--- config.mk ---
export PLATFORM = sky130hd
export DESIGN_NAME = cpu_config_msr_bank
export DESIGN_NICKNAME = d
export VERILOG_FILES = /design/src/hw/cpu_config_msr_pkg.sv /design/src/hw/cpu_config_msr_bank.sv
export SDC_FILE = /design/constraint.sdc
export NUM_CORES = 1
export LEC_CHECK = 0
export ABC_AREA = 0
export BUFFER_PORTS_ARGS = -buffer_cell sky130_fd_sc_hd__buf_2
export CAP_MARGIN = 20
export CORE_AREA = 2 2 213 215
export CTS_BUF_LIST = sky130_fd_sc_hd__clkbuf_4 sky130_fd_sc_hd__clkbuf_8
export CTS_CLUSTER_DIAMETER = 60
export DETAILED_ROUTE_END_ITERATION = 10
export DIE_AREA = 0 0 215 217
export PLACE_DENSITY = 0.84
export SLEW_MARGIN = 20
export SYNTH_ARGS = -nofsm -noshare
export SYNTH_HDL_FRONTEND = slang
export SYNTH_SLANG_ARGS = --single-unit
--- constraint.sdc ---
create_clock -name clk_sys -period 2.91 [get_ports clk_sys]
set_clock_uncertainty 0.2 [all_clocks]
set_input_delay 0.291 -clock clk_sys [delete_from_list [all_inputs] [get_ports clk_sys]]
set_output_delay 0.291 -clock clk_sys [all_outputs]
set_load 0.03 [all_outputs]
--- src/hw/cpu_config_msr_pkg.sv ---
// Package for the dual-core configuration register bank.
// Assumes a plain register port with one-cycle read latency.
package cpu_config_msr_pkg;

	// ************************************************************
	// Register indices (each register takes one 64-bit word)
	// ************************************************************
	localparam logic [7:0] MACHINE_CHECK_ADDRESS_IDX = 8'h00;
	localparam logic [7:0] MACHINE_CHECK_TYPE_IDX = 8'h01;
	localparam logic [7:0] WAIT_MONITOR_LINE_SIZE_IDX = 8'h06;
	localparam logic [7:0] CYCLE_COUNT_IDX = 8'h10;
	localparam logic [7:0] PLATFORM_IDENTIFIER_IDX = 8'h17;
	localparam logic [7:0] LOCAL_IRQ_CTRL_BASE_IDX = 8'h1B;
	localparam logic [7:0] HARD_POWERON_CONFIG_IDX = 8'h2A;

	// ************************************************************
	// Field positions
	// ************************************************************
	localparam int PLATFORM_LSB = 50;
	localparam int PLATFORM_MSB = 52;
	localparam int DATA_ERR_CHECK_BIT = 1;
	localparam int RESP_ERR_CHECK_BIT = 2;
	localparam int ADDR_ERR_DRIVE_BIT = 3;
	localparam int BUS_ERR_REQ_BIT = 4;
	localparam int BUS_ERR_INTERNAL_BIT = 6;
	localparam int BUS_INIT_DRIVE_BIT = 7;
	localparam int TRISTATE_BIT = 8;
	localparam int SELF_TEST_BIT = 9;
	localparam int ADDR_ERR_OBSERVE_BIT = 10;
	localparam int BUS_INIT_OBSERVE_BIT = 12;
	localparam int QUEUE_DEPTH_BIT = 13;
	localparam int RESET_VECTOR_BIT = 14;
	localparam int CLUSTER_LSB = 16;
	localparam int CLUSTER_MSB = 17;

	// Writable bits of the power-on configuration register
	localparam logic [63:0] POWERON_WRITE_MASK = 64'h0000_0000_0000_00DE;
	// Enables and straps that read zero on the single-core predecessor
	localparam logic [63:0] LEGACY_ZERO_MASK = 64'h0000_0000_0003_54DE;

	// ************************************************************
	// Reset values
	// ************************************************************
	localparam logic [63:0] POWERON_RESET = 64'h0000_0000_0000_0000;
	localparam logic [63:0] WORD_RESET = 64'h0000_0000_0000_0000;

	// Strapped configuration, captured after reset release
	typedef struct packed {
		logic legacyVariant;
		logic [2:0] platformId;
		logic tristateSel;
		logic selfTestSel;
		logic addrErrObserve;
		logic busInitObserve;
		logic queueDepthOne;
		logic resetVectorLow;
		logic [1:0] clusterId;
	} strap_t;

	// Enables that steer each core's bus error logic
	typedef struct packed {
		logic dataErrCheck;
		logic respErrCheck;
		logic addrErrDrive;
		logic busErrRequest;
		logic busErrInternal;
		logic busInitDrive;
	} bus_ctrl_t;

endpackage

--- src/hw/cpu_config_msr_bank.sv ---
// Configuration register bank shared by two cores.
// Each core has its own register port; straps are synchronous and
// stable while reset is held.
//
// Overview of operation
// - Per-core registers get one copy per core
// - Shared registers exist once for both cores
// - Platform field bits 52:50, rest reserved
// - Power-on config: writable enables, read-only configuration
// - Bit 1 enables data error checking
// - Bit 2 enables response checks, redundancy input
// - Bit 3 permits driving address error output
// - Bit 4 enables bus error on requests
// - Bit 6 enables bus error on internal errors
// - Bit 7 enables driving bus initialize output
// - Bit 8 reports output tri-state selection
// - Bit 9 reports self-test selection
// - Bit 10 reports address error observation
// - Bit 12 reports bus initialize observation
// - Bit 13 reports queue depth one/eight
// - Bit 14 selects reset vector location
// - Bits 17:16 cluster id, zero on legacy
// - Legacy variant reads error/vector bits zero
// - Bits 0, 5, 11, 15 reserved
//
// The implementer's own choice: strobed register access.
`timescale 1ns/10ps
`default_nettype none

module cpu_config_msr_bank #(
	parameter int NUM_CORES = 2
) (
	input wire logic clk_sys,
	input wire logic reset_n,
	input wire logic [7:0] regAddr [NUM_CORES],
	input wire logic [63:0] regWriteData [NUM_CORES],
	input wire logic regWrite [NUM_CORES],
	input wire logic regRead [NUM_CORES],
	output logic [63:0] regReadData [NUM_CORES],
	input wire cpu_config_msr_pkg::strap_t strapIn,
	input wire logic [63:0] machineCheckAddrIn [NUM_CORES],
	input wire logic [63:0] machineCheckTypeIn [NUM_CORES],
	output cpu_config_msr_pkg::bus_ctrl_t busCtrl
);

	// Only one or two cores are served by the shared register logic
	if (NUM_CORES < 1 || NUM_CORES > 2) begin : gBadCores
		$error("NUM_CORES must be 1 or 2");
	end

	// ************************************************************
	// Strap capture
	// ************************************************************
	// Straps taken by a clocked process after release, never as reset
	logic strapTaken_reg;
	cpu_config_msr_pkg::strap_t strap_reg;

	always_ff @(posedge clk_sys or negedge reset_n) begin
		if (!reset_n) begin
			strapTaken_reg <= 1'b0;
			strap_reg <= '0;
		end else if (!strapTaken_reg) begin
			strapTaken_reg <= 1'b1;
			strap_reg <= strapIn;
		end
	end

	// ************************************************************
	// Shared power-on configuration
	// ************************************************************
	logic [63:0] poweron_reg;
	logic [63:0] poweronView;
	logic [63:0] strapBits;
	logic [63:0] platformView;

	// Lower-numbered core wins if both write in the same cycle
	always_ff @(posedge clk_sys or negedge reset_n) begin
		if (!reset_n) begin
			poweron_reg <= cpu_config_msr_pkg::POWERON_RESET;
		end else begin
			for (int c = NUM_CORES - 1; c >= 0; c--) begin
				if (regWrite[c] && regAddr[c] ==
				    cpu_config_msr_pkg::HARD_POWERON_CONFIG_IDX) begin
					poweron_reg <= regWriteData[c] &
					    cpu_config_msr_pkg::POWERON_WRITE_MASK;
				end
			end
		end
	end

	always_comb begin
		strapBits = '0;
		strapBits[cpu_config_msr_pkg::TRISTATE_BIT] = strap_reg.tristateSel;
		strapBits[cpu_config_msr_pkg::SELF_TEST_BIT] = strap_reg.selfTestSel;
		strapBits[cpu_config_msr_pkg::ADDR_ERR_OBSERVE_BIT] =
		    strap_reg.addrErrObserve;
		strapBits[cpu_config_msr_pkg::BUS_INIT_OBSERVE_BIT] =
		    strap_reg.busInitObserve;
		strapBits[cpu_config_msr_pkg::QUEUE_DEPTH_BIT] =
		    strap_reg.queueDepthOne;
		strapBits[cpu_config_msr_pkg::RESET_VECTOR_BIT] =
		    strap_reg.resetVectorLow;
		strapBits[cpu_config_msr_pkg::CLUSTER_MSB:
		    cpu_config_msr_pkg::CLUSTER_LSB] = strap_reg.clusterId;
		// Reserved bits 0, 5, 11, 15 stay zero
		poweronView = poweron_reg | strapBits;
		if (strap_reg.legacyVariant)
			poweronView = poweronView &
			    ~cpu_config_msr_pkg::LEGACY_ZERO_MASK;
		platformView = '0;
		platformView[cpu_config_msr_pkg::PLATFORM_MSB:
		    cpu_config_msr_pkg::PLATFORM_LSB] = strap_reg.platformId;
	end

	// Enables seen by the bus logic; same gating as the read view
	always_ff @(posedge clk_sys or negedge reset_n) begin
		if (!reset_n) begin
			busCtrl <= '0;
		end else begin
			busCtrl.dataErrCheck <=
			    poweronView[cpu_config_msr_pkg::DATA_ERR_CHECK_BIT];
			busCtrl.respErrCheck <=
			    poweronView[cpu_config_msr_pkg::RESP_ERR_CHECK_BIT];
			busCtrl.addrErrDrive <=
			    poweronView[cpu_config_msr_pkg::ADDR_ERR_DRIVE_BIT];
			busCtrl.busErrRequest <=
			    poweronView[cpu_config_msr_pkg::BUS_ERR_REQ_BIT];
			busCtrl.busErrInternal <=
			    poweronView[cpu_config_msr_pkg::BUS_ERR_INTERNAL_BIT];
			busCtrl.busInitDrive <=
			    poweronView[cpu_config_msr_pkg::BUS_INIT_DRIVE_BIT];
		end
	end

	// ************************************************************
	// Per-core registers
	// ************************************************************
	genvar g;
	generate
		for (g = 0; g < NUM_CORES; g++) begin : gCore
			logic [63:0] lineSize_reg;
			logic [63:0] cycleCount_reg;
			logic [63:0] irqBase_reg;
			logic hit;

			assign hit = regWrite[g];

			// Each core's copy is touched only by its own port
			always_ff @(posedge clk_sys or negedge reset_n) begin
				if (!reset_n) begin
					lineSize_reg <= cpu_config_msr_pkg::WORD_RESET;
					irqBase_reg <= cpu_config_msr_pkg::WORD_RESET;
				end else if (hit) begin
					if (regAddr[g] ==
					    cpu_config_msr_pkg::WAIT_MONITOR_LINE_SIZE_IDX)
						lineSize_reg <= regWriteData[g];
					if (regAddr[g] ==
					    cpu_config_msr_pkg::LOCAL_IRQ_CTRL_BASE_IDX)
						irqBase_reg <= regWriteData[g];
				end
			end

			// Free-running; a write loads a new count
			always_ff @(posedge clk_sys or negedge reset_n) begin
				if (!reset_n)
					cycleCount_reg <= cpu_config_msr_pkg::WORD_RESET;
				else if (hit && regAddr[g] ==
				    cpu_config_msr_pkg::CYCLE_COUNT_IDX)
					cycleCount_reg <= regWriteData[g];
				else
					cycleCount_reg <= cycleCount_reg + 64'h1;
			end

			// Read data only in the cycle after the strobe, else zero
			always_ff @(posedge clk_sys or negedge reset_n) begin
				if (!reset_n) begin
					regReadData[g] <= '0;
				end else if (!regRead[g]) begin
					regReadData[g] <= '0;
				end else begin
					case (regAddr[g])
					cpu_config_msr_pkg::MACHINE_CHECK_ADDRESS_IDX:
						regReadData[g] <= machineCheckAddrIn[g];
					cpu_config_msr_pkg::MACHINE_CHECK_TYPE_IDX:
						regReadData[g] <= machineCheckTypeIn[g];
					cpu_config_msr_pkg::WAIT_MONITOR_LINE_SIZE_IDX:
						regReadData[g] <= lineSize_reg;
					cpu_config_msr_pkg::CYCLE_COUNT_IDX:
						regReadData[g] <= cycleCount_reg;
					cpu_config_msr_pkg::PLATFORM_IDENTIFIER_IDX:
						regReadData[g] <= platformView;
					cpu_config_msr_pkg::LOCAL_IRQ_CTRL_BASE_IDX:
						regReadData[g] <= irqBase_reg;
					cpu_config_msr_pkg::HARD_POWERON_CONFIG_IDX:
						regReadData[g] <= poweronView;
					default:
						regReadData[g] <= '0;
					endcase
				end
			end
		end
	endgenerate

endmodule

`default_nettype wire

==> flow_summary.rst <==
.. list-table::
   :header-rows: 1

   * - Metric
     - Value
   * - Post-synthesis sequential area ratio
     - 53.5%
   * - Fill cells
     - between 2000 and 2500
   * - R2R depth
     - 6
   * - Max FO, Critical Path
     - 5
   * - Final Hold Viols
     - 0
   * - RSZ-0062 raised after global routing
     - no
   * - Routed wirelength normalized by instance count
     - about 27 microns
   * - Reported net switching power
     - approximately 5.2 mW
   * - Post-synthesis average cell area
     - approximately 11 sq um
   * - Footprint of the multi-input gates
     - about 11000 sq um
   * - Post-DR vias/cell
     - between 6 and 7
   * - Share of power burned in registers
     - a little under half
   * - Number of different library cells in the post-synthesis netlist
     - 48
   * - Number of storage elements in the synthesis netlist
     - approximately 540
   * - Post-Synthesis Cells
     - ~2300
   * - Number of DRC violations after detailed-routing iteration 0
     - around 3800
   * - Final critical-path setup slack
     - around 0.037 ns
   * - Fraction of registers with async set/reset
     - 100%
   * - CTS tree
     - done
   * - Clock network power share
     - 40.0%
   * - # DRC
     - 0
   * - Final estimated routing congestion in global placement
     - between 0.9 and 1
   * - Critical path class
     - reg2reg
   * - Number of nets with antenna violations after routing
     - 0
   * - Largest net degree at the start of global routing
     - 95
   * - Area inside the core boundary
     - between 40000 and 50000 sq um
   * - Period Utilization, post-route
     - ~100%
   * - Post-synth EDFFs
     - 0
   * - Comb pwr share
     - around 12%
   * - Startpoint of the lowest-slack hold path
     - regAddr[9]
   * - Die W
     - about 220 microns
   * - Most common flop cell mapped by yosys
     - sky130_fd_sc_hd__dfrtp_1
   * - Drt first pass iters
     - 7
   * - Initial antenna violation count
     - 10
   * - Clock slew seen by the registers of the worst setup and hold paths
     - around 0.060 ns
   * - Row count
     - just under 80
   * - Worst slew pin tran
     - 1.01 ns
   * - Fraction of power spent switching nets
     - between 20% and 30%
   * - Worst hold path depth
     - 5
   * - Minimum clock period
     - approximately 2.9 ns
   * - Num CTS Buffers
     - just under 90
   * - Power density over cell area
     - between 500 and 600 nW/um^2
   * - CP endpoint kind
     - flop
   * - Final-report max-slew violation count
     - 0
   * - HP Class
     - in2reg
   * - Internal power
     - between 10 and 15 mW
   * - Storage cell area
     - 13400 sq um
   * - Wire length of the first global-routing pass
     - roughly 160000 microns
   * - Total die area
     - 46700 sq um
   * - Cell at the root of the clock tree
     - sky130_fd_sc_hd__clkbuf_8
   * - Startpoint kind of the worst setup timing path
     - flop
   * - Outcome
     - complete, no violations
   * - Chip Height
     - between 200 and 250 microns
   * - Total vias in the final route
     - between 20000 and 30000
   * - Most used routing layer
     - met2
   * - Initial cell density of the core
     - between 50 and 60%
   * - HPWL reported at the end of detailed placement
     - 56900 microns
   * - Endpoints failing setup
     - 0
   * - Aggregate routed wire length
     - between 100000 and 150000 microns
   * - Total overflow reported by the global router
     - 0
   * - H-tree depth
     - 3
   * - Worst EP required
     - 3.21 ns
   * - Synthesized cell area
     - approximately 25000 sq um
   * - Fraction of final layout cells with drive strength greater than 1
     - 32.6%
   * - Number of buffers inserted by port buffering
     - approximately 550
   * - Total negative slack for setup checks
     - 0 ns
   * - Number of max-cap violations
     - 0
   * - Worst-skew pair later-pin latency
     - 0.71 ns
   * - I/O Pins
     - around 550
   * - FF-to-FF setup slack
     - between 0.03 and 0.04 ns
   * - Reg-to-reg startpoint
     - gCore[1].cycleCount_reg[2]
   * - Achievable frequency
     - roughly 350 MHz
   * - Number of clock sinks seen by CTS
     - between 500 and 600
   * - Terminating pin of the worst hold path
     - regReadData[116]
   * - Place WS
     - between 0.15 and 0.2 ns
   * - Fraction of met2 tracks used by global routing
     - 73.3%
   * - Worst flop-to-flop path endpoint
     - gCore[1].cycleCount_reg[59]
   * - Area growth from synthesis to final layout
     - 40.7%
   * - Deepest clock path buffer count
     - 3
   * - Global routing usage on met3
     - about 14%
   * - Via count of the first global-routing pass
     - between 20000 and 30000
   * - Data arrival time of the worst path
     - between 3 and 4 ns
   * - Post-Syn Nets
     - roughly 2700
   * - Total track usage
     - about 45%
   * - Worst slew margin relative to its limit
     - between 30 and 40%
   * - Maximum vdd ir drop
     - around 0.54 mV
   * - Static leakage power
     - ~17 nW
   * - Global-route track usage on met1
     - roughly 51%
   * - Final net count
     - between 3000 and 4000
   * - Yosys warns
     - 0
[Yosys cell counts, drive strengths merged, types with 2 or more instances]
| cell type | count | area, sq um |
|---|---|---|
| and2 | 4 | 25.0 |
| nand4 | 34 | 228 |
| or3 | 6 | 42.5 |
| a22oi | 173 | 1300 |
| dfrtp | 537 | 13400 |
| a222oi | 4 | 40.0 |
| o21ai | 15 | 75.1 |
| buf | 51 | 230 |
| mux2 | 270 | 3040 |
| xnor2 | 56 | 490 |
| nor2b | 11 | 68.8 |
| nor4 | 19 | 184 |
| and3 | 22 | 138 |
| clkbuf | 98 | 369 |
| a21oi | 264 | 1320 |
| nor4b | 3 | 32.5 |
| nand2 | 122 | 458 |
| a31oi | 49 | 307 |
| inv | 9 | 33.8 |
| mux2i | 87 | 871 |
| nand3 | 60 | 315 |
| nand2b | 2 | 12.5 |
| and4 | 14 | 123 |
| nor3 | 25 | 140 |
| nor2 | 243 | 912 |
| ha | 2 | 25.0 |
| nor3b | 4 | 30.0 |
| o41ai | 2 | 32.5 |
| xor2 | 66 | 578 |
| a221oi | 22 | 193 |
| or4 | 4 | 33.8 |
[timing repair]
| item | 4_1_cts | 5_1_grt |
|---|---|---|
| hold endpoints to repair | 1065 | 0 |
| setup endpoints to repair | 0 | 7 |
| gates resized for setup | 0 | 4 |
| setup buffers | 0 | 4 |
| hold buffers | 441 | 0 |
[per-stage QoR]
stage               std cells  utilization [%]  hold slack, ns  area [sq um]  power (mW)
global route             3962             79.1           0.103         35300        19.1
global placement         3354             64.7           0.123         28900        10.5
detailed placement       3354             64.7           0.126         28900        10.6
CTS                      3955             78.9         0.00196         35300        18.2
floorplan                2284                -          -0.205         25100        9.65
finish                   3965             79.1          0.0854         35400        18.7
[how the worst max path moves through the flow]
stage                     depth (start not counted)                          end                        from  slack (ns)
final                                             6  gCore[1].cycleCount_reg[59]  gCore[1].cycleCount_reg[2]        0.04
after global routing                              6  gCore[1].cycleCount_reg[59]  gCore[1].cycleCount_reg[2]        0.03
after CTS                                         8  gCore[1].cycleCount_reg[28]  gCore[1].cycleCount_reg[0]        0.19
after detailed placement                          7              regReadData[75]                 regAddr[13]        0.16
after global placement                            7    gCore[0].lineSize_reg[55]                 regAddr[13]        0.23
after floorplan                                   8  gCore[1].cycleCount_reg[58]  gCore[1].cycleCount_reg[0]        0.50
[logic make-up (layout without fill, tap and decap cells)]
family          after synthesis  in the layout  synth area share, %
compound gates              530            530                 13.0
other cells                   1              7               0.0149
flops                       537            537                 53.5
buf+inv                     158           1233                 2.52
fa+ha+maj                     2              2               0.0995
mux                         357            357                 15.6
simple gates                577            577                 11.1
xor+xnor                    122            122                 4.25
[cell type report]
class                   count  area share (%)
inverters                   9          0.0956
clock inverters            11           0.319
multi-input cells        1589            31.6
well taps                 600            2.12
repair buffers           1064            22.6
clock buffers             149            5.20
flip-flops and latches    537            38.0
diodes                      6          0.0425
[worst max-delay path, stage by stage (launching register included)]
cell and delay (ns):
sky130_fd_sc_hd__dfrtp_1 0.45, sky130_fd_sc_hd__nand4_1 0.21, sky130_fd_sc_hd__or3_1 0.55, sky130_fd_sc_hd__nor3_1 0.64, sky130_fd_sc_hd__and4b_1 0.37, sky130_fd_sc_hd__xnor2_1 0.17, sky130_fd_sc_hd__a21oi_1 0.10
[power by group through the flow]
stage          clock network [mW]  logic, mW  registers [mW]
2_1_floorplan                   0      0.962            8.69
3_3_place_gp                    0       1.65            8.84
3_5_place_dp                    0       1.71            8.90
4_1_cts                      7.26       2.14            8.77
5_1_grt                      7.75       2.45            8.94
6_report                     7.47       2.31            8.90
[layer usage]
metal	share of wire, %	routed length (microns)	up-vias
li1	-	-	10321
met1	32	34600	12432
met2	46	49500	2596
met3	12	13200	780
met4	8.7	9330	10
met5	0.060	64	-
[placed cells by master (no fill, tap or decap), types with 49 or more instances in the layout]
| master | count |
|---|---|
| sky130_fd_sc_hd__nor2_1 | 242 |
| sky130_fd_sc_hd__xor2_1 | 65 |
| sky130_fd_sc_hd__clkbuf_8 | 115 |
| sky130_fd_sc_hd__mux2i_1 | 87 |
| sky130_fd_sc_hd__nand2_1 | 116 |
| sky130_fd_sc_hd__a21oi_1 | 263 |
| sky130_fd_sc_hd__mux2_2 | 270 |
| sky130_fd_sc_hd__xnor2_1 | 56 |
| sky130_fd_sc_hd__dfrtp_1 | 537 |
| sky130_fd_sc_hd__buf_2 | 549 |
| sky130_fd_sc_hd__a22oi_1 | 173 |
| sky130_fd_sc_hd__a31oi_1 | 49 |
| sky130_fd_sc_hd__dlygate4sd3_1 | 441 |
| sky130_fd_sc_hd__buf_4 | 52 |
| sky130_fd_sc_hd__nand3_1 | 57 |
No activity file was read; power rests on OpenSTA's default activity.
